**src/rtl/bdc_pkg.sv**
```systemverilog
// Shared constants for the three-phase bridge drive control block.
// Assumes a single 25 MHz clock and a plain strobe register port.
package bdc_pkg;
  localparam int CLK_MHZ = 25;
  localparam int EN_DLY_NS = 3000;
  localparam int DT_HI_NS = 3000;
  localparam int DT_LO_NS = 3000;
  // Least times round up to whole cycles
  localparam int EN_DLY_CYC = (EN_DLY_NS * CLK_MHZ + 999) / 1000;
  localparam int DT_HI_CYC = (DT_HI_NS * CLK_MHZ + 999) / 1000;
  localparam int DT_LO_CYC = (DT_LO_NS * CLK_MHZ + 999) / 1000;
  localparam int CNT_W = 8;
  // Register offsets (byte addresses)
  localparam logic [7:0] OFS_STATUS = 8'h00;
  localparam logic [7:0] OFS_CLEAR = 8'h04;
  localparam logic [7:0] OFS_IRQ_EN = 8'h08;
  localparam logic [7:0] OFS_LIVE = 8'h0C;
  localparam logic [7:0] OFS_CTRL = 8'h10;
  // Error/status bit positions
  localparam int ST_CL = 0;
  localparam int ST_OT = 1;
  localparam int ST_OV = 2;
  localparam int ST_UV = 3;
  localparam int ST_FUSE = 4;
  localparam int ST_W = 5;
  // Synchroniser vector layout
  localparam int SY_LSE = 0;
  localparam int SY_HSE = 3;
  localparam int SY_M0 = 6;
  localparam int SY_M1 = 7;
  localparam int SY_PWM = 8;
  localparam int SY_CL = 9;
  localparam int SY_OT = 10;
  localparam int SY_OV = 11;
  localparam int SY_UV = 12;
  localparam int SY_FUSE = 13;
  localparam int SY_W = 14;
  // Control register
  localparam int CTRL_SOFT_OFF = 0;
  localparam logic CTRL_RST = 1'b0;
  localparam logic [ST_W-1:0] IRQ_EN_RST = 5'h00;
  // Mode select encodings
  localparam logic [1:0] MODE_LOW_PWM = 2'h0;
  localparam logic [1:0] MODE_COMP_LSE = 2'h1;
  localparam logic [1:0] MODE_HIGH_PWM = 2'h2;
  localparam logic [1:0] MODE_COMP_HSE = 2'h3;
endpackage

```
**src/rtl/bdc_dead_time.sv**
```systemverilog
// One phase of gate outputs with shoot-through dead time.
// Assumes the request pair is never both high at once.
`timescale 1ns/1ps
module bdc_dead_time #(
  parameter logic [7:0] HI_DLY = 8'(bdc_pkg::DT_HI_CYC),
  parameter logic [7:0] LO_DLY = 8'(bdc_pkg::DT_LO_CYC)
) (
  // Clock and reset
  input wire logic clk_i,
  input wire logic resetn_i,
  // Requests
  input wire logic allow_i,
  input wire logic req_hi_i,
  input wire logic req_lo_i,
  // Gates
  output logic gate_hi_o,
  output logic gate_lo_o
);
  typedef struct packed {
    logic [7:0] cnt;
    logic hi;
    logic lo;
  } bdc_dt_st_t;

  bdc_dt_st_t s_ff;
  bdc_dt_st_t nxt_s;

  always_comb begin
    nxt_s = s_ff;
    if (!allow_i) begin
      nxt_s = '0;
    end else begin
      // Turn-off is immediate, turn-on waits for the dead time
      if (!req_hi_i) nxt_s.hi = 1'b0;
      if (!req_lo_i) nxt_s.lo = 1'b0;
      if (req_hi_i && !s_ff.hi && !nxt_s.lo) begin
        if (s_ff.cnt >= HI_DLY - 8'h01) begin
          nxt_s.hi = 1'b1;
          nxt_s.cnt = 8'h00;
        end else begin
          nxt_s.cnt = s_ff.cnt + 8'h01;
        end
      end else if (req_lo_i && !s_ff.lo && !nxt_s.hi) begin
        if (s_ff.cnt >= LO_DLY - 8'h01) begin
          nxt_s.lo = 1'b1;
          nxt_s.cnt = 8'h00;
        end else begin
          nxt_s.cnt = s_ff.cnt + 8'h01;
        end
      end else begin
        nxt_s.cnt = 8'h00;
      end
    end
  end

  always_ff @(posedge clk_i) begin
    if (!resetn_i) begin
      s_ff <= '0;
    end else begin
      s_ff <= nxt_s;
    end
  end

  assign gate_hi_o = s_ff.hi;
  assign gate_lo_o = s_ff.lo;
endmodule

```
**src/rtl/bdc_drive_ctrl.sv**
```systemverilog
// Top of the three-phase bridge drive control logic.
// Assumes synchronous-ish pins, re-synchronised here, and a strobe register port.
//
// The plain strobed port and the placing of the registers are this design's own decisions.
`timescale 1ns/1ps
module bdc_drive_ctrl #(
  parameter logic [7:0] EN_DLY = 8'(bdc_pkg::EN_DLY_CYC),
  parameter logic [7:0] HI_DLY = 8'(bdc_pkg::DT_HI_CYC),
  parameter logic [7:0] LO_DLY = 8'(bdc_pkg::DT_LO_CYC)
) (
  // Clock and reset
  input wire logic clk_i,
  input wire logic resetn_i,
  // Phase enables, mode and PWM
  input wire logic [2:0] low_side_phase_enable_i,
  input wire logic [2:0] high_side_phase_enable_i,
  input wire logic mode_select_bit0_i,
  input wire logic mode_select_bit1_i,
  input wire logic pwm_i,
  // Fault indications
  input wire logic current_sense_trip_i,
  input wire logic overtemp_i,
  input wire logic overvolt_i,
  input wire logic supply_low_i,
  input wire logic fuse_blown_i,
  // Register port
  input wire logic [7:0] addr_i,
  input wire logic [31:0] wdata_i,
  input wire logic wr_i,
  input wire logic rd_i,
  output logic [31:0] rdata_o,
  output logic irq_o,
  // Gate drives
  output logic high_gate_out_phase1_o,
  output logic high_gate_out_phase2_o,
  output logic high_gate_out_phase3_o,
  output logic low_gate_out_phase1_o,
  output logic low_gate_out_phase2_o,
  output logic low_gate_out_phase3_o
);
  typedef struct packed {
    logic [bdc_pkg::SY_W-1:0] sy1;
    logic [bdc_pkg::SY_W-1:0] sy2;
    logic pwm_d;
    logic [7:0] dly;
    logic por;
    logic flt;
    logic cl;
    logic fuse;
    logic [bdc_pkg::ST_W-1:0] status;
    logic [bdc_pkg::ST_W-1:0] irq_en;
    logic soft_off;
    logic allow;
    logic [2:0] req_hi;
    logic [2:0] req_lo;
    logic irq;
    logic [31:0] rdata;
  } bdc_st_t;

  bdc_st_t s_ff;
  bdc_st_t nxt_s;
  logic [2:0] gate_hi;
  logic [2:0] gate_lo;
  logic [bdc_pkg::SY_W-1:0] raw;

  // Truth table decode of one pair, returns {low, high}
  function automatic logic [1:0] pair_decode(input logic [1:0] md, input logic pwm,
      input logic cl, input logic flt, input logic low_side_phase_enable, input logic high_side_phase_enable);
    logic [1:0] r;
    r = 2'b00;
    if (flt || (low_side_phase_enable == high_side_phase_enable)) begin
      r = 2'b00;
    end else begin
      case (md)
        bdc_pkg::MODE_LOW_PWM: begin
          r = high_side_phase_enable ? 2'b01 : {pwm & ~cl, 1'b0};
        end
        bdc_pkg::MODE_COMP_LSE: begin
          r = high_side_phase_enable ? 2'b01 : (cl ? 2'b01 : {pwm, ~pwm});
        end
        bdc_pkg::MODE_HIGH_PWM: begin
          r = high_side_phase_enable ? {1'b0, pwm & ~cl} : 2'b10;
        end
        default: begin
          r = high_side_phase_enable ? (cl ? 2'b10 : {~pwm, pwm}) : 2'b10;
        end
      endcase
    end
    return r;
  endfunction

  assign raw = {fuse_blown_i, supply_low_i, overvolt_i, overtemp_i, current_sense_trip_i,
                pwm_i, mode_select_bit1_i, mode_select_bit0_i,
                high_side_phase_enable_i, low_side_phase_enable_i};

  always_comb begin
    logic pwm;
    logic edge_seen;
    logic rise;
    logic ot;
    logic ov;
    logic uv;
    logic clt;
    logic [1:0] md;
    logic [1:0] pr;
    logic [bdc_pkg::ST_W-1:0] ev;
    pr = 2'b00;
    nxt_s = s_ff;
    nxt_s.sy1 = raw;
    nxt_s.sy2 = s_ff.sy1;
    pwm = s_ff.sy2[bdc_pkg::SY_PWM];
    ot = s_ff.sy2[bdc_pkg::SY_OT];
    ov = s_ff.sy2[bdc_pkg::SY_OV];
    uv = s_ff.sy2[bdc_pkg::SY_UV];
    clt = s_ff.sy2[bdc_pkg::SY_CL];
    md = {s_ff.sy2[bdc_pkg::SY_M1], s_ff.sy2[bdc_pkg::SY_M0]};
    nxt_s.pwm_d = pwm;
    edge_seen = pwm ^ s_ff.pwm_d;
    rise = pwm & ~s_ff.pwm_d;
    // Enable delay restarts on every PWM edge
    if (edge_seen) begin
      nxt_s.dly = EN_DLY;
    end else if (s_ff.dly != 8'h00) begin
      nxt_s.dly = s_ff.dly - 8'h01;
    end
    // Toggle needed after power-up, supply dip, OT or OV
    if (uv || ot || ov) begin
      nxt_s.por = 1'b1;
    end else if (edge_seen) begin
      nxt_s.por = 1'b0;
    end
    // Fault latches release only at the start of a PWM cycle
    if (ot || ov) begin
      nxt_s.flt = 1'b1;
    end else if (rise) begin
      nxt_s.flt = 1'b0;
    end
    if (clt) begin
      nxt_s.cl = 1'b1;
    end else if (rise) begin
      nxt_s.cl = 1'b0;
    end
    // No way back from a blown fuse short of a full reset
    if (s_ff.sy2[bdc_pkg::SY_FUSE]) nxt_s.fuse = 1'b1;
    // Live OV and OT shut down at once, besides the latch
    nxt_s.allow = !s_ff.fuse && !uv && !ov && !ot && !s_ff.por && !s_ff.flt
                  && (s_ff.dly == 8'h00) && !s_ff.soft_off;
    for (int i = 0; i < 3; i++) begin
      pr = pair_decode(md, pwm, s_ff.cl, s_ff.flt || s_ff.fuse,
                       s_ff.sy2[bdc_pkg::SY_LSE + i],
                       s_ff.sy2[bdc_pkg::SY_HSE + i]);
      nxt_s.req_lo[i] = pr[1];
      nxt_s.req_hi[i] = pr[0];
    end
    // Sticky status: a new event beats a clear in the same cycle
    ev = '0;
    ev[bdc_pkg::ST_CL] = clt;
    ev[bdc_pkg::ST_OT] = ot;
    ev[bdc_pkg::ST_OV] = ov;
    ev[bdc_pkg::ST_UV] = uv;
    ev[bdc_pkg::ST_FUSE] = s_ff.fuse;
    nxt_s.status = s_ff.status | ev;
    nxt_s.rdata = 32'h0000_0000;
    if (wr_i) begin
      if (addr_i == bdc_pkg::OFS_CLEAR) begin
        nxt_s.status = (s_ff.status & ~wdata_i[bdc_pkg::ST_W-1:0]) | ev;
      end else if (addr_i == bdc_pkg::OFS_IRQ_EN) begin
        nxt_s.irq_en = wdata_i[bdc_pkg::ST_W-1:0];
      end else if (addr_i == bdc_pkg::OFS_CTRL) begin
        nxt_s.soft_off = wdata_i[bdc_pkg::CTRL_SOFT_OFF];
      end
    end
    if (rd_i) begin
      if (addr_i == bdc_pkg::OFS_STATUS) begin
        nxt_s.rdata = {27'h0, s_ff.status};
      end else if (addr_i == bdc_pkg::OFS_IRQ_EN) begin
        nxt_s.rdata = {27'h0, s_ff.irq_en};
      end else if (addr_i == bdc_pkg::OFS_LIVE) begin
        nxt_s.rdata = {16'h0, 2'h0, gate_lo, gate_hi, 3'h0, s_ff.allow,
                       s_ff.fuse, s_ff.por, s_ff.flt, s_ff.cl};
      end else if (addr_i == bdc_pkg::OFS_CTRL) begin
        nxt_s.rdata = {31'h0, s_ff.soft_off};
      end
    end
    nxt_s.irq = |(nxt_s.status & nxt_s.irq_en);
  end

  always_ff @(posedge clk_i) begin
    if (!resetn_i) begin
      s_ff <= '0;
      s_ff.por <= 1'b1;
      s_ff.soft_off <= bdc_pkg::CTRL_RST;
      s_ff.irq_en <= bdc_pkg::IRQ_EN_RST;
    end else begin
      s_ff <= nxt_s;
    end
  end

  // The allow/request register and the final gate stage both register, so a fault costs two cycles of latency
  for (genvar p = 0; p < 3; p++) begin : g_phase
    bdc_dead_time #(
      .HI_DLY(HI_DLY),
      .LO_DLY(LO_DLY)
    ) u_dt (
      .clk_i(clk_i),
      .resetn_i(resetn_i),
      .allow_i(s_ff.allow),
      .req_hi_i(s_ff.req_hi[p]),
      .req_lo_i(s_ff.req_lo[p]),
      .gate_hi_o(gate_hi[p]),
      .gate_lo_o(gate_lo[p])
    );
  end

  assign high_gate_out_phase1_o = gate_hi[0];
  assign high_gate_out_phase2_o = gate_hi[1];
  assign high_gate_out_phase3_o = gate_hi[2];
  assign low_gate_out_phase1_o = gate_lo[0];
  assign low_gate_out_phase2_o = gate_lo[1];
  assign low_gate_out_phase3_o = gate_lo[2];
  assign rdata_o = s_ff.rdata;
  assign irq_o = s_ff.irq;

  wire all_off = (gate_hi == 3'h0) && (gate_lo == 3'h0);
  wire pwm_edge = s_ff.sy2[bdc_pkg::SY_PWM] ^ s_ff.pwm_d;
  wire pwm_rise = s_ff.sy2[bdc_pkg::SY_PWM] & ~s_ff.pwm_d;
endmodule

```
**config.mk**
```make
export PLATFORM = sky130hd
export DESIGN_NAME = bdc_drive_ctrl
export DESIGN_NICKNAME = d
export VERILOG_FILES = /design/src/rtl/bdc_pkg.sv /design/src/rtl/bdc_dead_time.sv /design/src/rtl/bdc_drive_ctrl.sv
export SDC_FILE = /design/constraint.sdc
export NUM_CORES = 1
export LEC_CHECK = 0
export ABC_AREA = 0
export BUFFER_PORTS_ARGS = -buffer_cell sky130_fd_sc_hd__buf_2
export CORE_MARGIN = 8
export CORE_UTILIZATION = 30
export CTS_BUF_LIST = sky130_fd_sc_hd__clkbuf_4 sky130_fd_sc_hd__clkbuf_8
export DETAILED_ROUTE_END_ITERATION = 16
export SYNTH_ARGS = -nofsm -noshare
export SYNTH_HDL_FRONTEND = slang
export SYNTH_SLANG_ARGS = --single-unit
export TNS_END_PERCENT = 30
```
**constraint.sdc**
```tcl
create_clock -name clk_i -period 1.5 [get_ports clk_i]
set_clock_uncertainty 0.05 [all_clocks]
set_input_delay 0.075 -clock clk_i [delete_from_list [all_inputs] [get_ports clk_i]]
set_output_delay 0.075 -clock clk_i [all_outputs]
set_load 0.01 [all_outputs]
```
After elaboration in Yosys (flattened, before gate mapping). Cells that the tools add are included.

Add/sub/neg operators: 4. $lt $le $gt $ge: 3. Muxes and demuxes: 68. Equality and inequality tests: 9. Reductions and logical operators: 63. Bitwise gates (word level): 15.

Operator list (count): two-way mux 8 bit (9); two-way mux 1 bit (33); two-way mux 2 bit (14); adder 8 x 1 -> 8 bit, second input constant (3); greater-or-equal comparator 8 x 7 -> 1 bit, second input constant (3); two-way mux 5 bit (4); logical AND 1 bit (19); zero test 1 bit (19); case mux 2 bit (3 select lines) (3); equality test 8 x 4 -> 1 bit, second input constant (2); zero test 8 bit (2); two-way mux 14 bit (1); two-way mux 7 bit (2); two-way mux 11 bit (1); AND 5 bit (2); bitwise OR 5 bit (2); OR reduction 2 bit (5); OR reduction 5 bit (2); equality test 8 x 3 -> 1 bit, second input constant (1); equality test 8 x 5 -> 1 bit, second input constant (1); nonzero test 8 bit (1); subtractor 8 x 1 -> 8 bit, second input constant (1); logical OR 1 bit (7); inverter 1 bit (7); other kinds (12) (18).

Bits in registers: 122.

Longest topological paths before layout.
Depth after elaboration: 8. Gate-level depth with buffers: 7.

Modules after synthesis. A second synthesis with hierarchy kept.

Cells, all modules: 434. Area total of the unflattened synthesis: 4214.0 um^2.

Modules (own cells, without submodules): bdc_drive_ctrl (times used 1, seq. area each 1421.4 um^2, area an instance 2817.7 um^2, cells an instance 284); bdc_dead_time (times used 3, seq. area each 200.2 um^2, area an instance 465.4 um^2, cells an instance 50).

Least setup slack after synthesis. No wires, ideal clock.

Path type: register to register. Start point: register g_phase[2].u_dt.s_ff[2] in the netlist's numbering. End point: register g_phase[2].u_dt.s_ff[4] in the netlist's numbering. Buffers on the path: 0. Stages on the path, launching flop included: 8. Library setup time: 68 ps. Slack: -76 ps. Period minus slack after synthesis: 1576 ps. Arrival time: 1458 ps. Cells stage by stage: dfxtp_1 > inv_1 > ha_1 > o31ai_1 > nand2_1 > a21oi_1 > o2111ai_1 > nor2_1.

Cells in the longest elaborated chain, start to end: 4.

RTL lines: start: declaration (line bdc_dead_time.sv:25) `bdc_dt_st_t s_ff;`; start signal: assignment (line bdc_dead_time.sv:60) `s_ff <= nxt_s;`; adder 8 x 1 -> 8 bit / greater-or-equal comparator 8 x 7 -> 1 bit (equally long branches); two-way mux 8 bit (*) (line bdc_dead_time.sv:37, bdc_dead_time.sv:44); two-way mux 8 bit (line bdc_dead_time.sv:43) `end else if (req_lo_i && !s_ff.lo && !nxt_s.hi) begin`; two-way mux 8 bit (*) (line bdc_dead_time.sv:36) `if (req_hi_i && !s_ff.hi && !nxt_s.lo) begin`.

Every way passes the cells marked *; elsewhere a longest branch is shown, timed or not. A chain may end at the register's enable or synchronous reset.

Worst setup path in the final report.
Start point: register g_phase[1].u_dt.s_ff[2] in the netlist's numbering. End point: register g_phase[1].u_dt.s_ff (netlist bit g_phase[1].u_dt.gate_lo_o).

Cells in the longest elaborated chain, start to end: 4.

RTL lines: start: declaration (line bdc_dead_time.sv:25); start signal: assignment (line bdc_dead_time.sv:60); greater-or-equal comparator 8 x 7 -> 1 bit (line bdc_dead_time.sv:44) `if (s_ff.cnt >= LO_DLY - 8'h01) begin`; two-way mux 1 bit (line bdc_dead_time.sv:44); two-way mux 1 bit (line bdc_dead_time.sv:43); two-way mux 1 bit (line bdc_dead_time.sv:36).

Every way passes these cells.

==> key figures <==
Die
  – Area of the core: 0.01314 mm2
  – Die outline height: 131.3 um
  – Effective utilization at floorplan: 30.35%
  – Row Count: 42
  – Number of primary I/O pins: 97
  – DIE AREA: 0.01724 mm2
  – Die outline width: 131.3 um

Setup path
  – CP cell instances: inv_2, ha_4, o31ai_4, nand2_1, a21oi_2, buf_4, nor2_1, o211a_1
  – Arrival @ worst endpoint: 1.74 ns
  – Capture point of the worst reg-to-reg path: g_phase[1].u_dt.gate_lo_o
  – CP max FO: 2
  – Cell type group with the largest total delay on the critical path: compound AO/OA/AOI/OAI gates
  – Crit start category: register
  – Worst setup endpoint: g_phase[1].u_dt.gate_lo_o
  – Worst EP required: 1.72 ns
  – Number of buffers and inverters on the critical path: 2
  – Worst setup path class: register to register
  – Register-to-Register Setup Slack: -0.02 ns
  – Worst stage delay on the critical path: 0.34 ns
  – Element type at the critical path end: register
  – Worst R2R Start: g_phase[1].u_dt.s_ff[2]
  – Critical Path Slowest Stage Cell: sky130_fd_sc_hd__dfxtp_2
  – Total stage count of the critical path: 8
  – Worst setup path start: g_phase[1].u_dt.s_ff[2]
  – R2R cell count: 8

STA
  – Hold Violations, Final: 0
  – Max Clock Freq: 657.9 MHz
  – Worst hold slack across all endpoints: 0.02038 ns
  – Post-route setup slack: -0.01994 ns
  – Final setup violation count: 2
  – Post-route fraction of the period consumed by the critical path: 101.3%
  – Setup repair after global routing missed its margin: true
  – Number of slew-limit violations in the final report: 0
  – Post-route minimum period: 1.520 ns

Outcome
  – Violated checks: setup timing
  – Status: complete, but fails checks

Drt
  – Final routed DRC violation total: 0
  – Number of detailed-route iterations in the first pass: 4
  – Final routed wire length divided by cell count: 11.61 um
  – Vias per std cell: 4.139
  – ANT nets after route: 0
  – Drt first-iter violations: 83
  – Final WL: 7828 um
  – Vias: 2790

Yosys
  – Post-synthesis register bit count: 101
  – Adder-cell share of the synthesized area: 2.510%
  – Combined area of all synthesized cells: 0.003988 mm2
  – Multiplexer fraction of the synthesized cell area: 4.612%
  – Dominant combinational cell family by area after synthesis: simple AND/OR/NAND/NOR gates
  – Xor/xnor cell area share of the yosys netlist: 4.612%
  – Commonest register cell after synthesis: sky130_fd_sc_hd__dfxtp_1
  – Mean Syn Cell Area: 9.797 um2
  – Number of enable-type register cells in the synthesized netlist: 0
  – Share of synthesized area occupied by flip-flops and latches: 50.71%
  – Gate count of the mapped netlist: 407
  – Synth Warn #: 0
  – Share of synthesized registers carrying an async set or reset: 0%
  – Complex-gate fraction of the synthesized area: 7.436%
  – Fraction of the mapped netlist area in simple logic gates: 22.22%
  – Cell variety after synth: 42

Placed design
  – Final HPWL from detailed placement: 5855 um
  – Minimum setup slack after placement: -0.1535 ns
  – PortBufs: 48
  – Placement-stage cell area: 0.004483 mm2
  – Routability Congestion: 0.7661

Clocking
  – H-tree depth: 3
  – Longest Clk Path Bufs: 2
  – Later-pin clock latency in the skew report: 0.37 ns
  – Post-CTS clock slew at the launch and capture registers of the worst setup and hold paths: 0.10 ns
  – Root buffer cell: sky130_fd_sc_hd__clkbuf_8
  – Clock tree from TritonCTS: done
  – Number of buffers inserted during clock tree synthesis: 9
  – Post-CTS Setup Repair Bufs: 0
  – Clk sinks: 101

Cells and area
  – Layout Cell Area excl Fill: 0.004995 mm2
  – Number of inserted filler cells in the final layout: 1331
  – Number of antenna repair diodes: 0
  – Sequential standard cell area: 0.002028 mm2
  – Net count of the finished layout: 559
  – Area grow syn2layout: 25.26%
  – Area of the multi-input gates: 0.001918 mm2
  – Share of post-route cells with drive strength above 1: 25.70%
  – Post-layout util: 38.02%

Power
  – Maximum resistive drop on vdd: 382.9 uV
  – Static leakage: 0.002164 uW
  – Power per cell area: 1062 mW/mm2
  – Total power draw: 5305 uW

Global route
  – Number of antenna violations at the first check in global routing: 0
  – Maximum number of pins on one net before global-route repair: 30
  – Wire length of the first global-routing pass: 13040 um
  – GRT Residual Overflow: 0
  – Number of global-route vias before repair: 2841
  – GRT Resource Usage Total: 9.077%

Hold path
  – Class of the worst hold path: input pin to register

Flow run
  – Max Cap Viol: 0
synthesized netlist by cell type, types with 2 or more instances:
cell type                   count  area [um2]
sky130_fd_sc_hd__nand2b_1       2       12.51
sky130_fd_sc_hd__o31a_1         2       17.52
sky130_fd_sc_hd__o31ai_1        3       22.52
sky130_fd_sc_hd__o22ai_1        4       25.02
sky130_fd_sc_hd__and2_1        37       231.5
sky130_fd_sc_hd__o2111ai_1      3       26.28
sky130_fd_sc_hd__o211a_1        6       60.06
sky130_fd_sc_hd__nor2_1        61       229.0
sky130_fd_sc_hd__and3_1         5       31.28
sky130_fd_sc_hd__buf_4         33       247.7
sky130_fd_sc_hd__nand4_1        5       31.28
sky130_fd_sc_hd__mux2_2         3       33.78
sky130_fd_sc_hd__xor2_1        10       87.58
sky130_fd_sc_hd__dfxtp_1      101        2022
sky130_fd_sc_hd__or2b_1         2       15.01
sky130_fd_sc_hd__nor3_1         2       10.01
sky130_fd_sc_hd__a21boi_0       4       30.03
sky130_fd_sc_hd__inv_1          8       30.03
sky130_fd_sc_hd__a21oi_1       16       80.08
sky130_fd_sc_hd__o21a_1         2       15.01
sky130_fd_sc_hd__xnor2_1       11       96.34
sky130_fd_sc_hd__nand3_1       11       55.05
sky130_fd_sc_hd__nor2b_1       12       75.07
sky130_fd_sc_hd__ha_1           8       100.1
sky130_fd_sc_hd__nand2_1       20       75.07
sky130_fd_sc_hd__clkbuf_1       6       22.52
sky130_fd_sc_hd__mux2i_1       15       150.1
report_power, final:
part | internal [uW] | switching, uW
clock | 672 | 921
sequential | 2840 | 125
combinational | 373 | 379
total | 3880 | 1420
metrics by stage:
stage                     setup TNS, ns  instances
after detailed placement         -3.113        642
after floorplan                 -0.1774        430
after CTS                      -0.08459        674
after global routing             -1.249        674
final                          -0.03943        674
after global placement           -1.806        642
per-layer routing:
layer,routed length [um],vias to the layer above,track usage [%]
met1,3562,1268,10.48
met4,159,0,4.786
li1,-,1463,-
met3,249,13,2.096
met5,0,-,0
met2,3856,46,15.36
layout by cell type (no fill, tap or decap), drive strengths merged, types with 2 or more instances in the layout:
master | netlist | final
dfxtp | 101 | 101
buf | 34 | 76
nor2 | 61 | 61
and2 | 37 | 37
conb | 1 | 24
nand2 | 20 | 20
dlygate4sd3 | 0 | 16
a21oi | 16 | 16
mux2i | 15 | 15
nor2b | 12 | 12
clkbuf | 6 | 12
nand3 | 11 | 11
xnor2 | 11 | 11
xor2 | 10 | 10
inv | 8 | 9
ha | 8 | 8
o211a | 6 | 6
nand4 | 5 | 5
and3 | 5 | 5
a21boi | 4 | 4
o22ai | 4 | 4
o31ai | 3 | 3
mux2 | 3 | 3
o2111ai | 3 | 3
nor3 | 3 | 3
or2b | 2 | 2
o31a | 2 | 2
o21a | 2 | 2
nand2b | 2 | 2
clkinv | 0 | 2
nand4b | 2 | 2
nor4b | 2 | 2
and2b | 2 | 2
logic make-up (layout without fill, tap and decap cells):
logic type,Yosys count,after routing
AND/OR/NAND/NOR,167,167
flip-flops,101,101
buffers and inverters,48,116
AO/OA/AOI/OAI,43,43
XOR/XNOR,21,21
multiplexers,18,18
adder cells (fa/ha/maj),8,8
other,1,24
how the worst min path moves through the flow:
stage | startpoint | endpoint | slack (ns) | depth (start not counted)
2_1_floorplan | low_side_phase_enable_i[0] | nxt_s[64] | 0.15 | 1
3_3_place_gp | overvolt_i | nxt_s[75] | 0.24 | 2
3_5_place_dp | pwm_i | nxt_s[72] | 0.23 | 2
4_1_cts | resetn_i | s_ff[50] | 0.003 | 2
5_1_grt | resetn_i | s_ff[50] | 0.009 | 2
6_report | resetn_i | s_ff[50] | 0.02 | 2
registers in the layout, summed over array words and instances (netlist names):
signal                  count
g_phase.u_dt.gate_hi_o      3
s_ff                       44
nxt_s                      15
rdata_o                    11
irq_o                       1
g_phase.u_dt.gate_lo_o      3
g_phase.u_dt.s_ff          24
what timing repair did:
item,in CTS,in global routing
hold buffers,16,0
resized for setup,17,21
pin swaps,24,14
hold endpoints to repair,16,0
endpoints found under the setup margin,27,29
layout make-up:
class / instances / share of cell area (%)
tap: 176 / 4.409
clock buffer: 12 / 2.931
clock inverter: 4 / 0.6764
inverter: 8 / 0.6012
sequential: 101 / 40.61
timing repair buffer: 92 / 12.37
multi-input combinational: 281 / 38.40
No activity file was read; power rests on OpenSTA's default activity.
